--- config.mk ---
export PLATFORM = sky130hd
export DESIGN_NAME = pic_ctrl
export DESIGN_NICKNAME = d
export VERILOG_FILES = /design/src/hdl/pic_pkg.sv /design/src/hdl/pic_ctrl.sv /design/src/hdl/pic_pin_sync.sv
export SDC_FILE = /design/constraint.sdc
export NUM_CORES = 1
export LEC_CHECK = 0
export ABC_AREA = 0
export ABC_CLOCK_PERIOD_IN_PS = 3900
export BUFFER_PORTS_ARGS = -buffer_cell sky130_fd_sc_hd__buf_2
export CAP_MARGIN = 25
export CORE_MARGIN = 2
export CORE_UTILIZATION = 52
export CTS_BUF_LIST = sky130_fd_sc_hd__clkbuf_4 sky130_fd_sc_hd__clkbuf_8
export CTS_CLUSTER_SIZE = 16
export DETAILED_ROUTE_END_ITERATION = 7
export PLACE_DENSITY = 0.9
export SLEW_MARGIN = 20
export SYNTH_ARGS = -nofsm -noshare
export SYNTH_HDL_FRONTEND = slang
export SYNTH_HIERARCHICAL = 1
export SYNTH_SLANG_ARGS = --single-unit
--- constraint.sdc ---
create_clock -name sys_clk -period 3.9 [get_ports sys_clk]
set_input_delay 0 -clock sys_clk [delete_from_list [all_inputs] [get_ports sys_clk]]
set_output_delay 0 -clock sys_clk [all_outputs]
set_load 0.05 [all_outputs]
--- src/hdl/pic_pkg.sv ---
package pic_pkg;
  // Source counts
  localparam int NUM_INT = 15;
  localparam int NUM_PER = 11;
  localparam int NUM_PIN = 4;
  localparam int EVT_W = 4;
  localparam int NUM_EXT = 3;
  localparam int NUM_SRC = NUM_INT + NUM_EXT;
  // Internal source numbering, higher number wins
  localparam int PIN_FIRST = 1;
  localparam int PER_FIRST = PIN_FIRST + NUM_PIN;
  localparam logic [3:0] SRC_NONE = 4'h0;
  // Priority levels
  localparam logic [2:0] LVL_NONE = 3'h0;
  localparam logic [2:0] LVL_SEVEN = 3'h7;
  localparam logic [2:0] LVL_SIX = 3'h6;
  localparam logic [2:0] LVL_ONE = 3'h1;
  // Acknowledge pin bit per dedicated line
  localparam int ACK_SEVEN = 2;
  localparam int ACK_SIX = 1;
  localparam int ACK_ONE = 0;
  // Vector low field encodings
  localparam logic [4:0] VEC_SPURIOUS = 5'h00;
  localparam logic [4:0] VEC_EXT_BASE = 5'h10;
  // Reset values
  localparam logic [2:0] LEVEL_RST = 3'h0;
  localparam logic [7:0] VECTOR_RST = 8'h00;
  localparam logic [2:0] ACK_N_RST = 3'h7;
  typedef enum logic [1:0] {
    ST_IDLE = 2'b01,
    ST_ANSWER = 2'b10
  } pic_state_e;
endpackage

--- src/hdl/pic_ctrl.sv ---
`timescale 1ns/1ps
module pic_ctrl
  import pic_pkg::*;
(
  // Clock and reset
  input wire logic sys_clk,
  input wire logic reset,
  // Configuration
  input wire logic dedicated_mode,
  input wire logic [2:0] internal_level,
  input wire logic [2:0] vector_base,
  input wire logic [2:0] ack_pair_en,
  // Internal sources
  input wire logic [NUM_PER*EVT_W-1:0] internal_source_request,
  input wire logic [NUM_PER*EVT_W-1:0] event_mask,
  input wire logic [NUM_INT:1] source_mask,
  input wire logic [NUM_PIN-1:0] port_pins_n,
  // External sources
  input wire logic [2:0] priority_level_inputs_n,
  input wire logic level_seven_request_line_n,
  input wire logic level_six_request_line_n,
  input wire logic level_one_request_line_n,
  // Processor core
  input wire logic iack_strobe,
  input wire logic [2:0] iack_level,
  input wire logic eoi_strobe,
  input wire logic [3:0] eoi_source,
  output logic [2:0] core_level_reg,
  output logic vec_valid_reg,
  output logic [7:0] vec_data_reg,
  output logic [NUM_EXT-1:0] ext_ack_n_reg
);
  ////////////////////////////////////////////////////////////////////////
  pic_state_e state_reg;
  pic_state_e state_next;
  logic [5:0] ext_active;
  logic [NUM_PIN-1:0] pin_active;
  logic [NUM_PIN-1:0] pin_fall;
  logic [NUM_PIN-1:0] pin_pend_reg;
  logic [NUM_PIN-1:0] pin_clr;
  logic [NUM_INT:1] src_req;
  logic [NUM_INT:1] int_pend;
  logic [NUM_INT:1] eligible;
  logic [NUM_INT:1] in_service_reg;
  logic [NUM_INT:1] ins_set;
  logic [NUM_INT:1] ins_clr;
  logic [3:0] ins_top;
  logic [3:0] int_top;
  logic int_active;
  logic [2:0] ext_lvl;
  logic [2:0] present_lvl;
  logic accept;
  logic take_int;
  logic take_ext;
  logic [4:0] vec_low;

  function automatic logic [3:0] top_index(input logic [NUM_INT:1] v);
    top_index = SRC_NONE;
    for (int i = 1; i <= NUM_INT; i++) begin
      if (v[i]) begin
        top_index = 4'(i);
      end
    end
  endfunction

  ////////////////////////////////////////////////////////////////////////
  // Pin inputs
  pic_pin_sync #(.W(6)) u_ext_sync (
    .sys_clk(sys_clk),
    .reset(reset),
    .pin_n({priority_level_inputs_n, level_seven_request_line_n,
            level_six_request_line_n, level_one_request_line_n}),
    .active_reg(ext_active),
    .fall_reg()
  );

  pic_pin_sync #(.W(NUM_PIN)) u_pin_sync (
    .sys_clk(sys_clk),
    .reset(reset),
    .pin_n(port_pins_n),
    .active_reg(pin_active),
    .fall_reg(pin_fall)
  );

  // Edge is latched: a short pin pulse must not be lost
  always_ff @(posedge sys_clk) begin
    if (reset) begin
      pin_pend_reg <= '0;
    end else begin
      pin_pend_reg <= (pin_pend_reg & ~pin_clr) | pin_fall;
    end
  end

  ////////////////////////////////////////////////////////////////////////
  // Internal source requests
  genvar g;
  generate
    for (g = 0; g < NUM_PIN; g++) begin : g_pin
      assign src_req[PIN_FIRST+g] = pin_pend_reg[g];
      assign pin_clr[g] = ins_set[PIN_FIRST+g];
    end
    for (g = 0; g < NUM_PER; g++) begin : g_per
      assign src_req[PER_FIRST+g] =
        |(internal_source_request[g*EVT_W +: EVT_W] &
          ~event_mask[g*EVT_W +: EVT_W]);
    end
  endgenerate

  assign int_pend = src_req & ~source_mask;

  // Only sources above the one in service may nest
  always_comb begin
    ins_top = top_index(in_service_reg);
    for (int i = 1; i <= NUM_INT; i++) begin
      eligible[i] = int_pend[i] && (4'(i) > ins_top);
    end
    int_top = top_index(eligible);
    int_active = (int_top != SRC_NONE) && (internal_level != LVL_NONE);
  end

  ////////////////////////////////////////////////////////////////////////
  // External level and presented level
  always_comb begin
    if (!dedicated_mode) begin
      ext_lvl = ext_active[5:3];
    end else if (ext_active[2]) begin
      ext_lvl = LVL_SEVEN;
    end else if (ext_active[1]) begin
      ext_lvl = LVL_SIX;
    end else if (ext_active[0]) begin
      ext_lvl = LVL_ONE;
    end else begin
      ext_lvl = LVL_NONE;
    end
    if (int_active && internal_level >= ext_lvl) begin
      present_lvl = internal_level;
    end else begin
      present_lvl = ext_lvl;
    end
  end

  always_ff @(posedge sys_clk) begin
    if (reset) begin
      core_level_reg <= LEVEL_RST;
    end else begin
      core_level_reg <= present_lvl;
    end
  end

  ////////////////////////////////////////////////////////////////////////
  // Acknowledge decision; internal wins a tie of levels
  always_comb begin
    accept = iack_strobe && (state_reg == ST_IDLE);
    take_int = accept && int_active && (iack_level == internal_level);
    take_ext = accept && !take_int && (ext_lvl == iack_level) &&
               (ext_lvl != LVL_NONE);
    if (take_int) begin
      vec_low = {1'b0, int_top};
    end else if (take_ext) begin
      vec_low = VEC_EXT_BASE | {2'h0, iack_level};
    end else begin
      vec_low = VEC_SPURIOUS;
    end
    for (int i = 1; i <= NUM_INT; i++) begin
      ins_set[i] = take_int && (int_top == 4'(i));
      ins_clr[i] = eoi_strobe && (eoi_source == 4'(i));
    end
  end

  // Set wins over an end of service in the same cycle
  always_ff @(posedge sys_clk) begin
    if (reset) begin
      in_service_reg <= '0;
    end else begin
      in_service_reg <= (in_service_reg & ~ins_clr) | ins_set;
    end
  end

  always_comb begin
    case (state_reg)
      ST_IDLE: state_next = accept ? ST_ANSWER : ST_IDLE;
      ST_ANSWER: state_next = ST_IDLE;
      default: state_next = ST_IDLE;
    endcase
  end

  always_ff @(posedge sys_clk) begin
    if (reset) begin
      state_reg <= ST_IDLE;
    end else begin
      state_reg <= state_next;
    end
  end

  always_ff @(posedge sys_clk) begin
    if (reset) begin
      vec_valid_reg <= 1'b0;
      vec_data_reg <= VECTOR_RST;
    end else begin
      vec_valid_reg <= accept;
      if (accept) begin
        vec_data_reg <= {vector_base, vec_low};
      end
    end
  end

  // Acknowledge pins exist only for the dedicated lines
  always_ff @(posedge sys_clk) begin
    if (reset) begin
      ext_ack_n_reg <= ACK_N_RST;
    end else begin
      ext_ack_n_reg <= ACK_N_RST;
      if (take_ext && dedicated_mode) begin
        if (iack_level == LVL_SEVEN) begin
          ext_ack_n_reg[ACK_SEVEN] <= !ack_pair_en[ACK_SEVEN];
        end
        if (iack_level == LVL_SIX) begin
          ext_ack_n_reg[ACK_SIX] <= !ack_pair_en[ACK_SIX];
        end
        if (iack_level == LVL_ONE) begin
          ext_ack_n_reg[ACK_ONE] <= !ack_pair_en[ACK_ONE];
        end
      end
    end
  end

  ////////////////////////////////////////////////////////////////////////
  chk_ack_answer: assert property (@(posedge sys_clk) disable iff (reset)
    accept |=> vec_valid_reg ##1 !vec_valid_reg)
    else $error("acknowledge not answered in one cycle");

  chk_nest_above: assert property (@(posedge sys_clk) disable iff (reset)
    take_int |-> (int_top > ins_top) ##1 in_service_reg[$past(int_top)])
    else $error("nested grant not above service level");

  chk_mask_silent: assert property (@(posedge sys_clk) disable iff (reset)
    (source_mask == '1) && (ext_lvl == LVL_NONE) |=>
      core_level_reg == LVL_NONE)
    else $error("masked sources raised a level");

  chk_event_gate: assert property (@(posedge sys_clk) disable iff (reset)
    src_req[PER_FIRST] |->
      (internal_source_request[EVT_W-1:0] & ~event_mask[EVT_W-1:0]) != 0)
    else $error("masked event raised a source");

  chk_normal_level: assert property (@(posedge sys_clk) disable iff (reset)
    !dedicated_mode && !int_active |=> core_level_reg == $past(ext_active[5:3]))
    else $error("encoded level not presented");

  chk_ded_seven: assert property (@(posedge sys_clk) disable iff (reset)
    dedicated_mode && ext_active[2] && !int_active |=>
      core_level_reg == LVL_SEVEN)
    else $error("dedicated line seven not at level seven");

  chk_ext_vector: assert property (@(posedge sys_clk) disable iff (reset)
    take_ext |=> vec_data_reg[4:0] == (VEC_EXT_BASE | {2'h0, $past(iack_level)}))
    else $error("external vector wrong");

  chk_int_vector: assert property (@(posedge sys_clk) disable iff (reset)
    take_int |=> vec_data_reg[4:0] == {1'b0, $past(int_top)})
    else $error("internal vector wrong");

  chk_ack_pin: assert property (@(posedge sys_clk) disable iff (reset)
    take_ext && dedicated_mode && (iack_level == LVL_SEVEN) &&
      ack_pair_en[ACK_SEVEN] |=> !ext_ack_n_reg[ACK_SEVEN] ##1
      ext_ack_n_reg[ACK_SEVEN])
    else $error("acknowledge pin seven not pulsed");

  chk_pin_hold: assert property (@(posedge sys_clk) disable iff (reset)
    pin_fall[0] |=> pin_pend_reg[0])
    else $error("port pin edge lost");

  chk_highest: assert property (@(posedge sys_clk) disable iff (reset)
    int_active |-> eligible[int_top] && ((eligible >> int_top) == '0))
    else $error("presented source not highest");
endmodule // pic_ctrl

--- src/hdl/pic_pin_sync.sv ---
`timescale 1ns/1ps
module pic_pin_sync #(
  parameter int W = 4
) (
  // Clock and reset
  input wire logic sys_clk,
  input wire logic reset,
  // Pins, active low
  input wire logic [W-1:0] pin_n,
  // Synchronised view
  output logic [W-1:0] active_reg,
  output logic [W-1:0] fall_reg
);
  logic [W-1:0] s1_reg;
  logic [W-1:0] s2_reg;
  logic [W-1:0] s3_reg;
  logic [W-1:0] agree;

  always_ff @(posedge sys_clk) begin
    if (reset) begin
      s1_reg <= '1;
      s2_reg <= '1;
      s3_reg <= '1;
    end else begin
      s1_reg <= pin_n;
      s2_reg <= s1_reg;
      s3_reg <= s2_reg;
    end
  end

  // Glitch of one cycle never reaches the stable view
  assign agree = ~(s2_reg ^ s3_reg);

  always_ff @(posedge sys_clk) begin
    if (reset) begin
      active_reg <= '0;
      fall_reg <= '0;
    end else begin
      active_reg <= (active_reg & ~agree) | (~s2_reg & agree);
      fall_reg <= ~active_reg & ~s2_reg & agree;
    end
  end
endmodule // pic_pin_sync

# Word-level counts from Yosys, hierarchy flattened
# Cells that the tools add are included.
op_classes:
  n_lt_le_gt_ge: 16
  n_eq_ne: 36
  muxes: 38
  bitwise: 52
  n_reduce_logical: 76
op_table:
  columns: ["op", "n"]
  rows:
  - ["4-bit 2-to-1 mux", 28]
  - ["4-bit AND", 16]
  - ["4-bit == test (second input constant)", 16]
  - ["4-bit NOT", 16]
  - ["1-bit logical AND", 54]
  - ["4-bit OR reduction", 11]
  - ["4-bit by 3-bit == test with 1-bit output (second input constant)", 8]
  - ["4-bit greater-than comparator (first input constant)", 8]
  - ["15-bit AND", 2]
  - ["15-bit NOT", 2]
  - ["6-bit NOT", 3]
  - ["4-bit by 2-bit == test with 1-bit output (second input constant)", 4]
  - ["3-bit by 4-bit greater-than comparator with 1-bit output (first input constant)", 4]
  - ["15-bit bitwise OR", 1]
  - ["6-bit AND", 2]
  - ["3-bit 2-to-1 mux", 4]
  - ["5-bit 2-to-1 mux", 2]
  - ["3-bit OR reduction", 3]
  - ["4-bit by 1-bit == test with 1-bit output (second input constant)", 2]
  - ["2-bit by 4-bit greater-than comparator with 1-bit output (first input constant)", 2]
  - ["4-bit bitwise OR", 2]
  - ["3-bit == test", 2]
  - ["3-bit == test (second input constant)", 2]
  - ["6-bit bitwise OR", 1]
  - ["13 further kinds", 23]
word_totals:
  register_bits: 80
  output_inout_bits: 15

# Logic depth before layout (Yosys ltp)
logic_depth:
  ltp_word: 43
  mapped_depth: 11
  ltp_nobuf: 10

# Modules after synthesis
# The synthesis kept the hierarchy.
modules_own_cells:
  columns: ["mod", "instances", "cells_each", "area_per_inst_um2"]
  rows:
  - ["pic_ctrl", 1, 357, 2656.3]
  - ["pic_pin_sync at u_ext_sync", 1, 75, 874.6]
  - ["pic_pin_sync at u_pin_sync", 1, 50, 595.6]

# Worst setup path before layout
# No wires, ideal clock.
synth_timing:
  path_kind: "register -> register"
  from: "reg in_service_reg[14] in the netlist's numbering"
  to: "reg core_level_reg[1]"
  setup_time_ns: 0.123
  arrival_ns: 2.667
  required_time_ns: 3.777
  slack_ns: 1.110
  stages_incl_launch_ff: 11
  path_buffers: 2
  cell_sequence: "dfxtp_1 > or4_1 > buf_2 > or2_1 > buf_6 > or3b_1 > o2bb2ai_1 > a211o_1 > a21boi_2 > a21oi_2 > mux2_1"
synth_between:
  elab_chain_len: 23
synth_rtl:
  columns: ["element", "line_no", "rtl"]
  rows:
  - ["from (decl)", "pic_ctrl.sv:44", "logic [NUM_INT:1] in_service_reg;"]
  - ["from (signal assigned)", "pic_ctrl.sv:175", "in_service_reg <= (in_service_reg & ~ins_clr) | ins_set;"]
  - ["4-bit 2-to-1 mux (*) (2 in a row)", "pic_ctrl.sv:60", "if (v[i]) begin"]
  - ["1-bit by 4-bit greater-than comparator with 1-bit output", "pic_ctrl.sv:115", "eligible[i] = int_pend[i] && (4'(i) > ins_top);"]
  - ["1-bit logical AND", "pic_ctrl.sv:115", null]
  - ["1-bit 2-to-1 mux", "pic_ctrl.sv:60", null]
  - ["4-bit 2-to-1 mux (13 in a row)", "pic_ctrl.sv:60", null]
  - ["4-bit 2-to-1 mux (*)", "pic_ctrl.sv:60", null]
  - ["4-bit nonzero test (*)", "pic_ctrl.sv:118", "int_active = (int_top != SRC_NONE) && (internal_level != LVL_NONE);"]
  - ["1-bit logical AND (*)", "pic_ctrl.sv:118", null]
  - ["1-bit logical AND (*)", "pic_ctrl.sv:135", "if (int_active && internal_level >= ext_lvl) begin"]
  - ["3-bit 2-to-1 mux (*)", "pic_ctrl.sv:135", null]
  - ["to (signal assigned)", "pic_ctrl.sv:146", "core_level_reg <= present_lvl;"]
  - ["to (decl)", "pic_ctrl.sv:28", "output logic [2:0] core_level_reg,"]
# Every way passes the cells marked *; elsewhere a longest branch is shown, timed or not.
# A chain may end at the register's enable or synchronous reset.

# Worst setup path after layout
layout_timing:
  from: "reg in_service_reg[14] in the netlist's numbering"
  to: "reg ext_ack_n_reg[1]"
layout_between:
  elab_chain_len: 30
layout_rtl:
  columns: ["element", "line_no", "rtl"]
  rows:
  - ["4-bit 2-to-1 mux (*) (2 in a row)", "pic_ctrl.sv:60", null]
  - ["1-bit by 4-bit greater-than comparator with 1-bit output", "pic_ctrl.sv:115", null]
  - ["1-bit logical AND", "pic_ctrl.sv:115", null]
  - ["1-bit 2-to-1 mux", "pic_ctrl.sv:60", null]
  - ["4-bit 2-to-1 mux (13 in a row)", "pic_ctrl.sv:60", null]
  - ["4-bit 2-to-1 mux (*)", "pic_ctrl.sv:60", null]
  - ["4-bit nonzero test (*)", "pic_ctrl.sv:118", null]
  - ["1-bit logical AND (*)", "pic_ctrl.sv:118", null]
  - ["1-bit logical AND (*) (2 in a row)", "pic_ctrl.sv:154", "take_int = accept && int_active && (iack_level == internal_level);"]
  - ["1-bit zero test (*)", "pic_ctrl.sv:155", "take_ext = accept && !take_int && (ext_lvl == iack_level) &&"]
  - ["1-bit logical AND (*) (3 in a row)", "pic_ctrl.sv:155", null]
  - ["1-bit logical AND (*)", "pic_ctrl.sv:213", "if (take_ext && dedicated_mode) begin"]
  - ["1-bit NOT (no source line) (*)", null, null]
  - ["3-bit OR reduction (no source line) (*)", null, null]
  - ["to (signal, indexed assignment)", "pic_ctrl.sv:215", "ext_ack_n_reg[ACK_SEVEN] <= !ack_pair_en[ACK_SEVEN];"]
  - ["to (signal, indexed assignment)", "pic_ctrl.sv:218", "ext_ack_n_reg[ACK_SIX] <= !ack_pair_en[ACK_SIX];"]
  - ["to (signal, indexed assignment)", "pic_ctrl.sv:221", "ext_ack_n_reg[ACK_ONE] <= !ack_pair_en[ACK_ONE];"]
  - ["to (decl)", "pic_ctrl.sv:31", "output logic [NUM_EXT-1:0] ext_ack_n_reg"]
# Marks and branches as above.

==> metrics.txt <==
status finished clean; Site Rows 31; final hold violation count 0; per-cell routed wire length 15.4 µm; GRT Total Usage 0.281; DR DRC count 0; worst-margin pin slew 0.962 ns; CTS tree done; iteration-0 DRC count of the detailed router 261; max-slew violation count 0; RSZ-0062 raised after global routing false; maximum clock path buffer count 2; WL final 11.5 mm; htree depth 3; Post-DP Area 4780 µm²; routed vias 4139; Syn Area/Cell 8.45 µm²; Netlist Area Pre-Place 3970 µm²; Synth warnings 6; root buffer cell clkbuf_8; share of post-route cells with drive strength above 1 0.351; total CTS buffers 9; syn nets 607; pin count of the biggest net entering global routing 74; power per cell area 358 nW/µm²; setup bufs post-CTS 0; initial antenna violation count 0; grt peak-use layer met2; first-pass GRT wire length 18.9 mm; Die Span X 91.4 µm; crit path kind flip-flop to flip-flop; utilization after layout 0.711; P&R area growth vs syn 31.3%; Overflow after GRT 0; Period Utilization, post-route 0.930; Tmin final 3.63 ns; worst min path class input pin to flip-flop; Crit path max-delay family simple AND/OR/NAND/NOR gates; met1 GRT Util 0.352; vias in the first global route 3968; Slew HR 0.342; # port buffers 148; VDD IR max 0.401 mV; reg-to-reg slack, setup 0.27 ns; final design instance area without fill 5220 µm²; CP Data Required Time 4.21 ns; crit path max fanout 9; critical path arrival 3.93 ns; RD Place Congestion 0.943; Final setup viols 0; Final TNS setup 0 ns; NumNets Final 776; Post-Synthesis Cells 470; core area 7330 µm²; critical-path cell list or4_1 -> nor4_1 -> o21ai_1 -> and2_1 -> a31oi_1 -> o31ai_4 -> and2_1 -> a21o_1 -> nand4b_1 -> dlygate4sd3_1; startpoint class of the critical path flip-flop; Skew-Pair Late Insertion Delay 0.36 ns; starting density of the core 0.542; Initial DRT Pass Iterations 5; crit end category flip-flop; final setup skew 0.00993 ns; I/O pin count 149; clock transition at the registers of the reported paths 0.09 ns; Ant. Diodes 0; die area 8350 µm²; Via density 5.57; post-CTS resize count 0; hpwl dp 8.54 mm; WP buf/inv 1; Die Y 91.4 µm; fin cells 743; Achievable Freq 276 MHz; Final ANT Viol Nets 0; hold slack 0.0267 ns; placed cell count 706; Slowest-stage cell, CP or4_1; CP peak stage delay 0.70 ns; leakage power 2.31 nW; Most common cell on crit path and2_1; Sink Count 80; GRT met2 Usage 0.485; maxcap violations 0; Filler Cell Count 586; routing usage on met3 0.0481
[where the power goes]
| group | internal, mW | leakage (nW) | switching (mW) | total (mW) |
|---|---|---|---|---|
| logic | 0.143 | 1.54 | 0.185 | 0.328 |
| clock network | 0.368 | 0.112 | 0.321 | 0.689 |
| registers | 0.839 | 0.653 | 0.0118 | 0.851 |
| total | 1.35 | 2.31 | 0.518 | 1.87 |
[placed cells by master (no fill, tap or decap), types with 3 or more instances in the layout]
cell type,count
inv_1,32
and3_1,4
nand2b_1,21
o21a_1,4
dlygate4sd3_1,21
a21oi_1,32
o211ai_1,3
a21oi_2,3
nand2_1,38
a31o_2,8
nor2b_1,15
and2_1,4
ha_1,3
nor3_1,19
nor3_2,3
or3_1,9
o21ai_0,21
dfxtp_1,80
nor2_1,25
nand3_1,9
a41o_1,3
or2_1,3
a21o_1,3
clkbuf_8,9
o22ai_1,10
or2_2,31
nor4_1,4
buf_2,148
o31ai_1,6
a31oi_1,5
[path summary, 6_finish.rpt]
check,start,to,cells after the start
setup / recovery,in_service_reg[14],ext_ack_n_reg[1],10
hold / removal,eoi_source[1],in_service_reg[12],3
setup reg to reg,in_service_reg[14],ext_ack_n_reg[1],10
hold reg to reg,u_pin_sync/s1_reg[1],u_pin_sync/s2_reg[1],1
[what timing repair did]
action / 4_1_cts / 5_1_grt
hold buffers: 21 / 0
setup endpoints to repair: 0 / 0
hold endpoints to repair: 19 / 0
[per-stage QoR]
step	total power, mW	setup slack, ns
2_1_floorplan	1.06	1.11
3_3_place_gp	1.17	0.682
3_5_place_dp	1.18	0.619
4_1_cts	1.87	0.354
5_1_grt	1.94	0.146
6_report	1.87	0.273
[layer usage]
layer	part of all wire	vias to the layer above	wire, µm
li1	-	2016	-
met1	0.43	1960	4900
met2	0.51	141	5810
met3	0.048	22	552
met4	0.018	0	205
met5	0	-	0
[tightest hold or removal path, cell delays in order]
cell and delay (ns):
buf_2 0.14, o31ai_1 0.09, a21oi_1 0.13
[area by class of cell]
type	count	area, µm²	share of cell area
inverter	33	124	0.0238
sequential	80	1600	0.307
tap	99	124	0.0238
clock inverter	7	101	0.0194
timing repair buffer	170	958	0.184
multi-input combinational	345	2180	0.418
clock buffer	9	124	0.0238
Power figures use the tool's default switching activity.
